===== config.mk =====
export PLATFORM = sky130hd
export DESIGN_NAME = ssp_spi
export DESIGN_NICKNAME = d
export VERILOG_FILES = /design/src/ssp_pkg.sv /design/src/ssp_spi.sv
export VERILOG_INCLUDE_DIRS = /design/src /design/src/src
export SDC_FILE = /design/constraint.sdc
export NUM_CORES = 1
export LEC_CHECK = 0
export ABC_CLOCK_PERIOD_IN_PS = 2400
export BUFFER_PORTS_ARGS = -buffer_cell sky130_fd_sc_hd__clkbuf_2
export CAP_MARGIN = 5
export CORE_ASPECT_RATIO = 1.75
export CORE_UTILIZATION = 45
export CTS_CLUSTER_DIAMETER = 30
export DETAILED_ROUTE_END_ITERATION = 8
export HOLD_SLACK_MARGIN = 0.06
export PLACE_DENSITY = 0.68
export SLEW_MARGIN = 25
export SYNTH_ARGS = -nofsm -noshare
export SYNTH_HDL_FRONTEND = slang
export SYNTH_SLANG_ARGS = --single-unit

===== constraint.sdc =====
create_clock -name ref_clk -period 2.4 [get_ports ref_clk]
set_input_delay 0 -clock ref_clk [delete_from_list [all_inputs] [get_ports ref_clk]]
set_output_delay 0 -clock ref_clk [all_outputs]
set_load 0.01 [all_outputs]

===== src/ssp_defines.svh =====
// Behaviour
// - Eight bits in: copy to buffer, set flags
// - Shift most significant bit first, full duplex
// - Buffer write also loads the shift register
// - Write while busy dropped, collision flag set
// - Buffer read clears the buffer full flag
// - Slave overrun sets overflow, new byte lost
// - Master never sets the overflow flag
// - Master sample phase: end or middle
// - Edge select picks the output change edge
// - Polarity bit sets the clock idle level
// - Enable hands the pins to the port
// - Modes 0-2: master at divide 4/16/64
// - Mode 3: master clock is timer half
// - Modes 4/5: slave with/without select control
// - Other mode codes do no serial work
// - Stop bit cleared while port disabled
// - Status: top two bits writable, rest read-only
// - Shift register reached only through buffer
// - Clock pin output in master, input slave
// - Receive is double buffered
// - Master transfer starts on buffer write
// - Port reset forces bit counter to zero
// - Data out driven in master, in mode 5, and in mode 4 only while select low
`ifndef SSP_DEFINES_SVH
`define SSP_DEFINES_SVH

// Register word offsets, byte addresses
`define SSP_OFS_STATUS 5'h00
`define SSP_OFS_CTRL1 5'h04
`define SSP_OFS_BUFFER 5'h08
`define SSP_OFS_IRQ 5'h0c

// Status field positions
`define SSP_ST_SMP 7
`define SSP_ST_CKE 6
`define SSP_ST_STOP 4
`define SSP_ST_BF 0

// Control one field positions
`define SSP_C1_WRITE_COLLISION_FLAG 7
`define SSP_C1_OV 6
`define SSP_C1_EN 5
`define SSP_C1_CKP 4

// Reset values
`define SSP_STATUS_RST 8'h00
`define SSP_CTRL1_RST 8'h00

// Mode select codes
`define SSP_MODE_DIV4 4'h0
`define SSP_MODE_DIV16 4'h1
`define SSP_MODE_DIV64 4'h2
`define SSP_MODE_TMR 4'h3
`define SSP_MODE_SLV_SS 4'h4
`define SSP_MODE_SLV 4'h5

// Half serial clock periods in core clocks
`define SSP_HALF_DIV4 6'h02
`define SSP_HALF_DIV16 6'h08
`define SSP_HALF_DIV64 6'h20

// Half steps of one master byte plus a closing step
`define SSP_LAST_STEP 5'h10

`endif


===== src/ssp_pkg.sv =====
package ssp_pkg;

    // Master sequencer states, one-hot
    typedef enum logic [1:0] {
        SSP_M_IDLE = 2'b01,
        SSP_M_RUN = 2'b10
    } ssp_mstate_type;

endpackage


===== src/ssp_spi.sv =====
`timescale 1ns/1ps
`default_nettype none
`include "ssp_defines.svh"

module ssp_spi
    import ssp_pkg::*;
#(
    parameter int ADDR_W = 5
) (
    input wire logic ref_clk,
    input wire logic rst,
    // Avalon-MM slave
    input wire logic [ADDR_W-1:0] avs_address,
    input wire logic avs_read,
    input wire logic avs_write,
    input wire logic [31:0] avs_writedata,
    output logic [31:0] avs_readdata,
    output logic avs_waitrequest,
    // Timer two output pulse, same clock
    input wire logic timer_two_tick,
    // Serial pins
    input wire logic sck_in,
    output logic sck_out,
    output logic sck_oe,
    input wire logic serial_in_pin,
    output logic serial_out_pin,
    output logic serial_out_oe,
    input wire logic ss_n_in,
    // High while the port owns its pins
    output logic pins_to_port,
    // Transfer done level
    output logic transfer_done_irq_flag
);

    // Synchronisers for pins
    logic sck_s1_q, sck_s2_q, sck_s3_q;
    logic sdi_s1_q, sdi_s2_q;
    logic ss_s1_q, ss_s2_q;

    // Software visible state
    logic smp_q, smp_d;
    logic cke_q, cke_d;
    logic bf_q, bf_d;
    logic write_collision_flag_q, write_collision_flag_d;
    logic ov_q, ov_d;
    logic en_q, en_d;
    logic ckp_q, ckp_d;
    logic [3:0] mode_q, mode_d;
    logic [7:0] buf_q, buf_d;
    logic irq_q, irq_d;

    // Shift path, transmit and receive halves
    logic [7:0] tx_q, tx_d;
    logic [7:0] rx_q, rx_d;
    logic [3:0] bits_q, bits_d;

    // Master sequencer
    ssp_mstate_type ms_q, ms_d;
    logic [4:0] step_q, step_d;
    logic [5:0] div_q, div_d;
    logic act_q, act_d;
    logic sck_q, sck_d;
    logic sdo_q, sdo_d;
    // Master sample and done pulses, delayed to match the pin synchroniser
    logic [1:0] mrx_q, mrx_d;
    logic [1:0] mdone_q, mdone_d;

    // Bus handshake
    logic ack_q, ack_d;
    logic [31:0] rdata_q, rdata_d;

    // Decoded strobes and modes
    logic req, rd_acc, wr_acc;
    logic is_master, is_slave, ss_ctl;
    logic buf_wr, buf_rd, busy;
    logic [5:0] half;
    logic half_tick;

    // Two flops per pin, three on the clock pin; logic reads the second, and the third for clock edges
    always_ff @(posedge ref_clk) begin
        if (rst) begin
            sck_s1_q <= 1'b0;
            sck_s2_q <= 1'b0;
            sck_s3_q <= 1'b0;
            sdi_s1_q <= 1'b0;
            sdi_s2_q <= 1'b0;
            ss_s1_q <= 1'b1;
            ss_s2_q <= 1'b1;
        end else begin
            sck_s1_q <= sck_in;
            sck_s2_q <= sck_s1_q;
            sck_s3_q <= sck_s2_q;
            sdi_s1_q <= serial_in_pin;
            sdi_s2_q <= sdi_s1_q;
            ss_s1_q <= ss_n_in;
            ss_s2_q <= ss_s1_q;
        end
    end

    // One wait cycle per access; read data is ready when it drops
    assign req = avs_read | avs_write;
    assign avs_waitrequest = req & ~ack_q;
    assign rd_acc = avs_read & ack_q;
    assign wr_acc = avs_write & ack_q;
    assign avs_readdata = rdata_q;

    // Mode decode; unlisted codes leave the port idle
    always_comb begin
        is_master = en_q & (mode_q <= `SSP_MODE_TMR);
        is_slave = en_q & ((mode_q == `SSP_MODE_SLV_SS) |
                           (mode_q == `SSP_MODE_SLV));
        ss_ctl = mode_q == `SSP_MODE_SLV_SS;
        unique case (mode_q)
            `SSP_MODE_DIV16: half = `SSP_HALF_DIV16;
            `SSP_MODE_DIV64: half = `SSP_HALF_DIV64;
            default: half = `SSP_HALF_DIV4;
        endcase
    end

    // Buffer access strobes
    assign buf_wr = wr_acc && avs_address == `SSP_OFS_BUFFER;
    assign buf_rd = rd_acc && avs_address == `SSP_OFS_BUFFER;
    assign busy = (ms_q == SSP_M_RUN) | (bits_q != 4'h0) | (|mdone_q);

    // Bus register next values
    always_comb begin
        ack_d = req & ~ack_q;
        rdata_d = rdata_q;
        if (req && !ack_q) begin
            rdata_d = 32'h0; // Unmapped words read zero
            unique case (avs_address)
                `SSP_OFS_STATUS: begin
                    // Stop bit never set in this mode
                    rdata_d[7:0] = {smp_q, cke_q, 5'h00, bf_q};
                end
                `SSP_OFS_CTRL1: begin
                    rdata_d[7:0] = {write_collision_flag_q, ov_q, en_q, ckp_q, mode_q};
                end
                `SSP_OFS_BUFFER: rdata_d[7:0] = buf_q;
                `SSP_OFS_IRQ: rdata_d[0] = irq_q;
                default: rdata_d = 32'h0;
            endcase
        end
    end

    always_ff @(posedge ref_clk) begin
        if (rst) begin
            ack_q <= 1'b0;
            rdata_q <= 32'h0;
        end else begin
            ack_q <= ack_d;
            rdata_q <= rdata_d;
        end
    end

    // Core next-state: registers, shift path, master and slave
    always_comb begin
        logic done;
        logic samp;
        logic chg;
        logic lead;
        logic trail;
        done = 1'b0;
        samp = 1'b0;
        chg = 1'b0;
        lead = 1'b0;
        trail = 1'b0;
        smp_d = smp_q;
        cke_d = cke_q;
        bf_d = bf_q;
        write_collision_flag_d = write_collision_flag_q;
        ov_d = ov_q;
        en_d = en_q;
        ckp_d = ckp_q;
        mode_d = mode_q;
        buf_d = buf_q;
        irq_d = irq_q;
        tx_d = tx_q;
        rx_d = rx_q;
        bits_d = bits_q;
        ms_d = ms_q;
        step_d = step_q;
        div_d = div_q;
        act_d = act_q;
        half_tick = 1'b0;
        mrx_d = {mrx_q[0], 1'b0};
        mdone_d = {mdone_q[0], 1'b0};

        // Software writes first; hardware sets below win over clears
        if (wr_acc) begin
            unique case (avs_address)
                `SSP_OFS_STATUS: begin
                    smp_d = avs_writedata[`SSP_ST_SMP];
                    cke_d = avs_writedata[`SSP_ST_CKE];
                end
                `SSP_OFS_CTRL1: begin
                    write_collision_flag_d = avs_writedata[`SSP_C1_WRITE_COLLISION_FLAG];
                    ov_d = avs_writedata[`SSP_C1_OV];
                    en_d = avs_writedata[`SSP_C1_EN];
                    ckp_d = avs_writedata[`SSP_C1_CKP];
                    mode_d = avs_writedata[3:0];
                end
                `SSP_OFS_IRQ: irq_d = avs_writedata[0];
                default: ;
            endcase
        end
        if (buf_rd) begin
            bf_d = 1'b0;
        end

        // Buffer write: accepted when idle, else a collision
        if (buf_wr) begin
            if (busy) begin
                write_collision_flag_d = 1'b1;
            end else begin
                buf_d = avs_writedata[7:0];
                tx_d = avs_writedata[7:0];
                if (is_master) begin
                    ms_d = SSP_M_RUN;
                    step_d = 5'h00;
                    div_d = 6'h00;
                end
            end
        end

        // Master: half-period ticks from divider or timer
        if (ms_q == SSP_M_RUN) begin
            if (mode_q == `SSP_MODE_TMR) begin
                half_tick = timer_two_tick;
            end else if (div_q == half - 6'h01) begin
                half_tick = 1'b1;
                div_d = 6'h00;
            end else begin
                div_d = div_q + 6'h01;
            end
        end

        if (ms_q == SSP_M_RUN && half_tick) begin
            // Sample point: opposite edge, or next change edge
            if (step_q == `SSP_LAST_STEP) begin
                samp = ~cke_q & smp_q;
            end else begin
                samp = (step_q[0] != (cke_q ^ smp_q)) &&
                       !(step_q == 5'h00 && !cke_q);
                chg = (step_q[0] == cke_q) && step_q != 5'h00;
                act_d = ~step_q[0];
            end
            mrx_d[0] = samp;
            if (chg) begin
                tx_d = {tx_q[6:0], 1'b0};
            end
            if (step_q == `SSP_LAST_STEP) begin
                mdone_d[0] = 1'b1;
                act_d = 1'b0;
                ms_d = SSP_M_IDLE;
            end else begin
                step_d = step_q + 5'h01;
            end
        end

        // Pin bit seen at the sample tick leaves the synchroniser two later
        if (mrx_q[1]) begin
            rx_d = {rx_q[6:0], sdi_s2_q};
        end
        if (mdone_q[1]) begin
            done = 1'b1;
        end

        // Slave: edges of the synchronised clock pin
        if (is_slave && (!ss_ctl || !ss_s2_q)) begin
            lead = (sck_s2_q != sck_s3_q) && (sck_s2_q != ckp_q);
            trail = (sck_s2_q != sck_s3_q) && (sck_s2_q == ckp_q);
            if (cke_q ? lead : trail) begin
                rx_d = {rx_q[6:0], sdi_s2_q};
                bits_d = bits_q + 4'h1;
                if (bits_q == 4'h7) begin
                    done = 1'b1;
                    bits_d = 4'h0;
                end
            end
            // First leading edge keeps the preloaded top bit
            if (cke_q ? trail : (lead && bits_q != 4'h0)) begin
                tx_d = {tx_q[6:0], 1'b0};
            end
        end

        // Completed byte into the receive buffer
        if (done) begin
            if (is_slave && bf_q && !buf_rd) begin
                ov_d = 1'b1;
            end else begin
                buf_d = rx_d;
                bf_d = 1'b1;
            end
            irq_d = 1'b1;
        end

        // Port reset: select high in mode 4, or port disabled
        if ((is_slave && ss_ctl && ss_s2_q) || !en_q) begin
            bits_d = 4'h0;
        end
        if (!is_master) begin
            ms_d = SSP_M_IDLE;
            act_d = 1'b0;
            step_d = 5'h00;
            div_d = 6'h00;
            mrx_d = 2'h0;
            mdone_d = 2'h0;
        end
    end

    // Pin drive levels; the clock rests at the polarity level
    always_comb begin
        sck_d = ckp_q ^ act_d;
        sdo_d = tx_d[7];
    end

    always_ff @(posedge ref_clk) begin
        if (rst) begin
            smp_q <= 1'(`SSP_STATUS_RST >> `SSP_ST_SMP);
            cke_q <= 1'b0;
            bf_q <= 1'b0;
            write_collision_flag_q <= 1'b0;
            ov_q <= 1'b0;
            en_q <= 1'b0;
            ckp_q <= 1'b0;
            mode_q <= 4'(`SSP_CTRL1_RST);
            buf_q <= 8'h00;
            irq_q <= 1'b0;
            tx_q <= 8'h00;
            rx_q <= 8'h00;
            bits_q <= 4'h0;
            ms_q <= SSP_M_IDLE;
            step_q <= 5'h00;
            div_q <= 6'h00;
            act_q <= 1'b0;
            sck_q <= 1'b0;
            sdo_q <= 1'b0;
            mrx_q <= 2'h0;
            mdone_q <= 2'h0;
        end else begin
            smp_q <= smp_d;
            cke_q <= cke_d;
            bf_q <= bf_d;
            write_collision_flag_q <= write_collision_flag_d;
            ov_q <= ov_d;
            en_q <= en_d;
            ckp_q <= ckp_d;
            mode_q <= mode_d;
            buf_q <= buf_d;
            irq_q <= irq_d;
            tx_q <= tx_d;
            rx_q <= rx_d;
            bits_q <= bits_d;
            ms_q <= ms_d;
            step_q <= step_d;
            div_q <= div_d;
            act_q <= act_d;
            sck_q <= sck_d;
            sdo_q <= sdo_d;
            mrx_q <= mrx_d;
            mdone_q <= mdone_d;
        end
    end

    // Pin ownership and enables
    assign pins_to_port = en_q;
    assign sck_out = sck_q;
    assign sck_oe = is_master;
    assign serial_out_pin = sdo_q;
    // Floats two clocks after select goes high in mode 4, even mid-byte
    assign serial_out_oe = is_master |
        (is_slave & (~ss_ctl | ~ss_s2_q));
    assign transfer_done_irq_flag = irq_q;

endmodule // ssp_spi
`default_nettype wire


Word-level counts from Yosys, hierarchy flattened
Index checks and enable logic that the tools add are counted.

Register bits: 76. Bits in latches: 0. Memory bits (writable): 0. Memory bits (read-only): 0. Bits of input ports: 45. Output and inout port bits: 39. Logic and storage cells: 174. Memories kept: 0.

$add $sub $neg: 4. Multipliers: 0. Divide/modulo/power cells: 0. Order comparisons: 1. Eq/ne operators: 17. Shifts and indexed selects: 0. Multiplexer cells: 60. Bitwise gates (word level): 22. Reductions and logical operators: 38.

Operator list (number): $mux 8 (13); $mux 1 (30); $mux 6 (5); $pmux 7 s3 (1); $mux 5 (4); $logic_and 1x1->1 (15); $eq 4x3->1 const B (3); $pmux 6 s2 (1); $eq 5x4->1 const B (2); $logic_not 5->1 (2); $eq 4x2->1 const B (2); $mux 2 (4); $reduce_and 2->1 (4); $and 1x1->1 (7); $logic_not 1->1 (7); $not 1->1 (7); $add 6x1->6 const B (1); $eq 6x6->1 (1); $or 1x1->1 (6); $reduce_or 2->1 (3); $sub 6x1->6 const B (1); $add 5x1->5 const B (1); $eq 5x3->1 const B (1); $eq 5x5->1 const B (1); 14 further kinds (20).

Depth between registers and ports, before layout
Depth in word-level cells: 13. Mapped depth: 9. Gate-level depth less buffers: 8.

Least setup slack after synthesis
No wires, ideal clock.

Path type: register -> register. From: register bits_q[0]. To: register tx_q[1]. Library setup time: 0.121 ns. Arrival: 2.123 ns. Required time: 2.279 ns. Slack: 0.157 ns. Stages on the path, launching flop included: 10. Path buffers: 1. Period minus slack after synthesis: 2.243 ns. Cell sequence: dfxtp_1 -> inv_1 -> ha_1 -> or3b_1 -> or4_1 -> nand3b_1 -> buf_2 -> nand2_1 -> a21oi_1 -> mux2_2.

Word-level cells in the longest chain between the ends: 9. Elaborated cells between the ends (all ways): 11. Classes of those cells: 7 x mux; 2 x bitwise; 2 x reduce/logical.

Ends and longest elaborated chain: from (decl) (line ssp_spi.sv:55) `logic [3:0] bits_q, bits_d;`; from (signal assigned) (line ssp_spi.sv:354) `bits_q <= bits_d;`; $reduce_bool 4->1 (*) (line ssp_spi.sv:123, ssp_spi.sv:282); $or 1x1->1 (2 in a row) (line ssp_spi.sv:123) `assign busy = (ms_q == SSP_M_RUN) | (bits_q != 4'h0) | (|mdone_q);`; $mux 8 (line ssp_spi.sv:213) `if (busy) begin`; $mux 8 (line ssp_spi.sv:212) `if (buf_wr) begin`; $mux 8 (line ssp_spi.sv:249) `if (chg) begin`; $mux 8 (line ssp_spi.sv:238) `if (ms_q == SSP_M_RUN && half_tick) begin`; $mux 8 (line ssp_spi.sv:282) `if (cke_q ? trail : (lead && bits_q != 4'h0)) begin`; $mux 8 (*) (line ssp_spi.sv:270) `if (is_slave && (!ss_ctl || !ss_s2_q)) begin`; to (signal assigned) (line ssp_spi.sv:352) `tx_q <= tx_d;`; to (decl) (line ssp_spi.sv:53) `logic [7:0] tx_q, tx_d;`.

Every way passes the cells marked *; elsewhere a longest branch is shown, timed or not. A chain may end at the register's enable or synchronous reset.

Final worst setup path
From: register bits_q[0]. To: register tx_q[2].

Same word-level chain as after synthesis.

==> flow_summary_export.csv <==
group,metric,value,unit
outcome,status,"complete, but fails checks",
outcome,violations,"DRC",
critical_path,r2r-start,"bits_q[0]",
flow_run,drv_cap,0,
sta,max-slew-margin-rel,0.579,
die,io_pins,84,
critical_path,critPathLaunch,"bits_q[0]",
placement,place_hpwl,6220,um
clock_network,cts_max_level,3,
global_routing,antenna_found_initial,0,
die,initial_utilization,0.467,
clock_network,cts-root-buf,"clkbuf_16",
sta,finalCritPeriodShare,0.973,
critical_path,rrSetupSlack,0.06,ns
synth,yosysWarnings,0,
detailed_routing,dr.first_iter.drc_count,145,
sta,fin_ws,0.0643,ns
die,coreArea,7960,um2
cells_and_area,postLayoutCoreUtil,0.557,
detailed_routing,via_per_inst,5.40,
critical_path,cp-end-kind,"register",
die,die_h,122,um
detailed_routing,routed_wl,8600,um
sta,drv_slew,0,
synth,mappedNetlistArea,3720,um2
placement,gp_congestion,0.885,
clock_network,cts_sinks,75,
cells_and_area,antenna-diode-count,0,
synth,ys_types,53,
clock_network,clk_transition_reported_paths,0.06,ns
critical_path,r2r_end,"tx_q[2]",
synth,async_reset_ff_frac,0,
placement,preCtsSetupSlack,0.0435,ns
global_routing,grt_pass1_wl,14000,um
die,row_count,43,
synth,syn_area_per_cell,8.73,um2
sta,hold_viol_final,0,
synth,synth_largest_area_cell,"dfxtp_1",
sta,fin_skew,0.00282,ns
synth,synthCells,426,
synth,synth_area_leaders,"dfxtp_1 40%, mux2i_1 6.5%, buf_4 4.8%, a21oi_1 4.7%, nor2_1 4.6%",
detailed_routing,postRouteAntennaNets,0,
sta,tns,0,ns
clock_network,clk_path_buf_depth,2,
detailed_routing,drc,2,
critical_path,path_max_fanout,15,
critical_path,cp-start-kind,"register",
global_routing,gr-usage-all-layers,0.213,
synth,netlist.area_leader.share,0.404,
synth,synth_edf_count,0,
cells_and_area,final_common_cell,"dfxtp_1",
placement,numPortBuffers,35,
sta,finalSetupViolations,0,
critical_path,crit_required,2.63,ns
critical_path,critPathKind,"register to register",
power,power_density,581,nW/um2
min_path,whs_path_depth,4,
power,max-vdd-ir-drop,0.505,mV
detailed_routing,wire_per_inst,14.8,um
die,die_area,8650,um2
synth,ys_seq_area_frac,0.404,
synth,ys_ff_latch,75,
sta,fin_crit,2.34,ns
sta,rsz0062_at_grt,"true",
die,die_w,70.7,um
global_routing,grt_overflow_total,0,
critical_path,ff2ff_path_depth,9,
sta,tightest_slew,0.631,ns
global_routing,grt_pass1_vias,3034,
min_path,hold_path_class,"input port to register",
sta,max_clock_freq,428,MHz
cells_and_area,drive_gt1_frac,0.222,
min_path,hold-path-endpoint,"cke_q",
cells_and_area,syn_to_final_growth,19.2,%
global_routing,grt_max_degree,65,
critical_path,worstPathArrival,2.56,ns
detailed_routing,dr.pass1.iters,7,
min_path,hold_path.startpoint,"avs_address[2]",
synth,synthFlopType,"dfxtp_1",
clock_network,insertion_delay,0.34,ns
clock_network,cts_tree,"yes",
detailed_routing,via_count,3134,
cells_and_area,layout_common_cells,"70 x dfxtp_1, 45 x nor2_1, 43 x nand2_1, 35 x a21oi_1, 35 x clkbuf_2",
power,leakage,1.85,nW
clock_network,cts_buffers,9,
cells_and_area,fin_nets,537,
per-stage QoR:
stage | power [mW] | std cells | cell area (um2) | hold slack [ns]
after CTS | 2.60 | 578 | 4400 | 0.110
final | 2.57 | 580 | 4430 | 0.115
after global placement | 1.38 | 550 | 4010 | 0.181
after detailed placement | 1.38 | 550 | 4010 | 0.195
after global routing | 2.66 | 580 | 4430 | 0.172
after floorplan | 1.37 | 449 | 3810 | 0.104
worst max path at each step:
stage          endpoint  slack (ns)
6_report        tx_q[2]        0.06
5_1_grt         tx_q[2]       -0.02
4_1_cts         tx_q[1]       0.006
3_5_place_dp    tx_q[2]        0.04
3_3_place_gp    sck_out        0.07
2_1_floorplan   tx_q[1]        0.16
routing by layer:
layer	vias to the layer above	GRT usage	routed length [um]
met5	-	0	0
met4	0	0.149	412
met3	29	0.0443	299
met2	73	0.399	4730
met1	1483	0.203	3160
li1	1549	-	-
worst max-delay path: stages, from the launching register on:
cell	delay [ns]
dfxtp_1	0.31
inv_2	0.06
ha_1	0.14
or3b_4	0.40
or4_4	0.44
nand3b_1	0.24
buf_12	0.19
nand2_1	0.07
a21oi_1	0.07
mux2_2	0.29
flip-flops by register name, summed over array words and instances (netlist names), 2 cells and up:
name,flops
avs_readdata,8
bits_q,4
buf_q,8
div_q,6
mdone_q,2
mode_q,4
mrx_q,2
ms_q,2
rx_q,8
step_q,5
tx_q,8
report_power, final:
| part | internal [mW] | switching [mW] |
|---|---|---|
| registers | 1.25 | 0.00343 |
| logic | 0.0438 | 0.0741 |
| clock network | 0.685 | 0.515 |
| total | 1.98 | 0.593 |
repair_timing:
action	CTS	global route
endpoints found under the hold margin	21	0
setup endpoints to repair	0	22
gates resized for setup	0	12
hold buffers	13	0
setup buffers	0	2
area by class of cell:
cell class / instances / area (um2)
repair buffers: 71 / 503
clock buffers: 9 / 225
multi-input cells: 321 / 2020
fillers: 747 / 3530
clock inverters: 6 / 33.8
well taps: 90 / 113
inverters: 8 / 30.0
flip-flops and latches: 75 / 1510
Yosys cell counts, types with 2 or more instances:
library cell and count:
nor2b_1 23, and3_1 3, dfxtp_1 75, nand3_1 19, nor3b_1 3, nor3_1 6, ha_1 6, o211ai_1 3
nor2_1 46, or4_1 2, a21o_1 2, inv_1 8, nand2b_1 6, buf_1 2, mux2i_1 24, xor2_1 3
a211o_1 2, clkbuf_1 13, nand3b_1 3, xnor2_1 2, a311oi_1 5, or3b_1 2, buf_4 24, and2_1 6
mux2_2 12, or3_1 3, buf_2 5, or2_2 4, a22oi_1 9, nand4_1 3, nand2_1 43, o21ai_0 4
a21oi_1 35
cell families (layout without fill, tap and decap cells):
group,count (synthesis),in the layout,share of synthesized area
simple gates,179,179,0.243
compound gates,70,70,0.134
buf+inv,53,94,0.0797
flops,75,75,0.404
mux,37,37,0.107
xor+xnor,5,5,0.0118
fa+ha+maj,6,6,0.0202
other cells,1,24,0.00101
No activity file was read; power rests on OpenSTA's default activity.
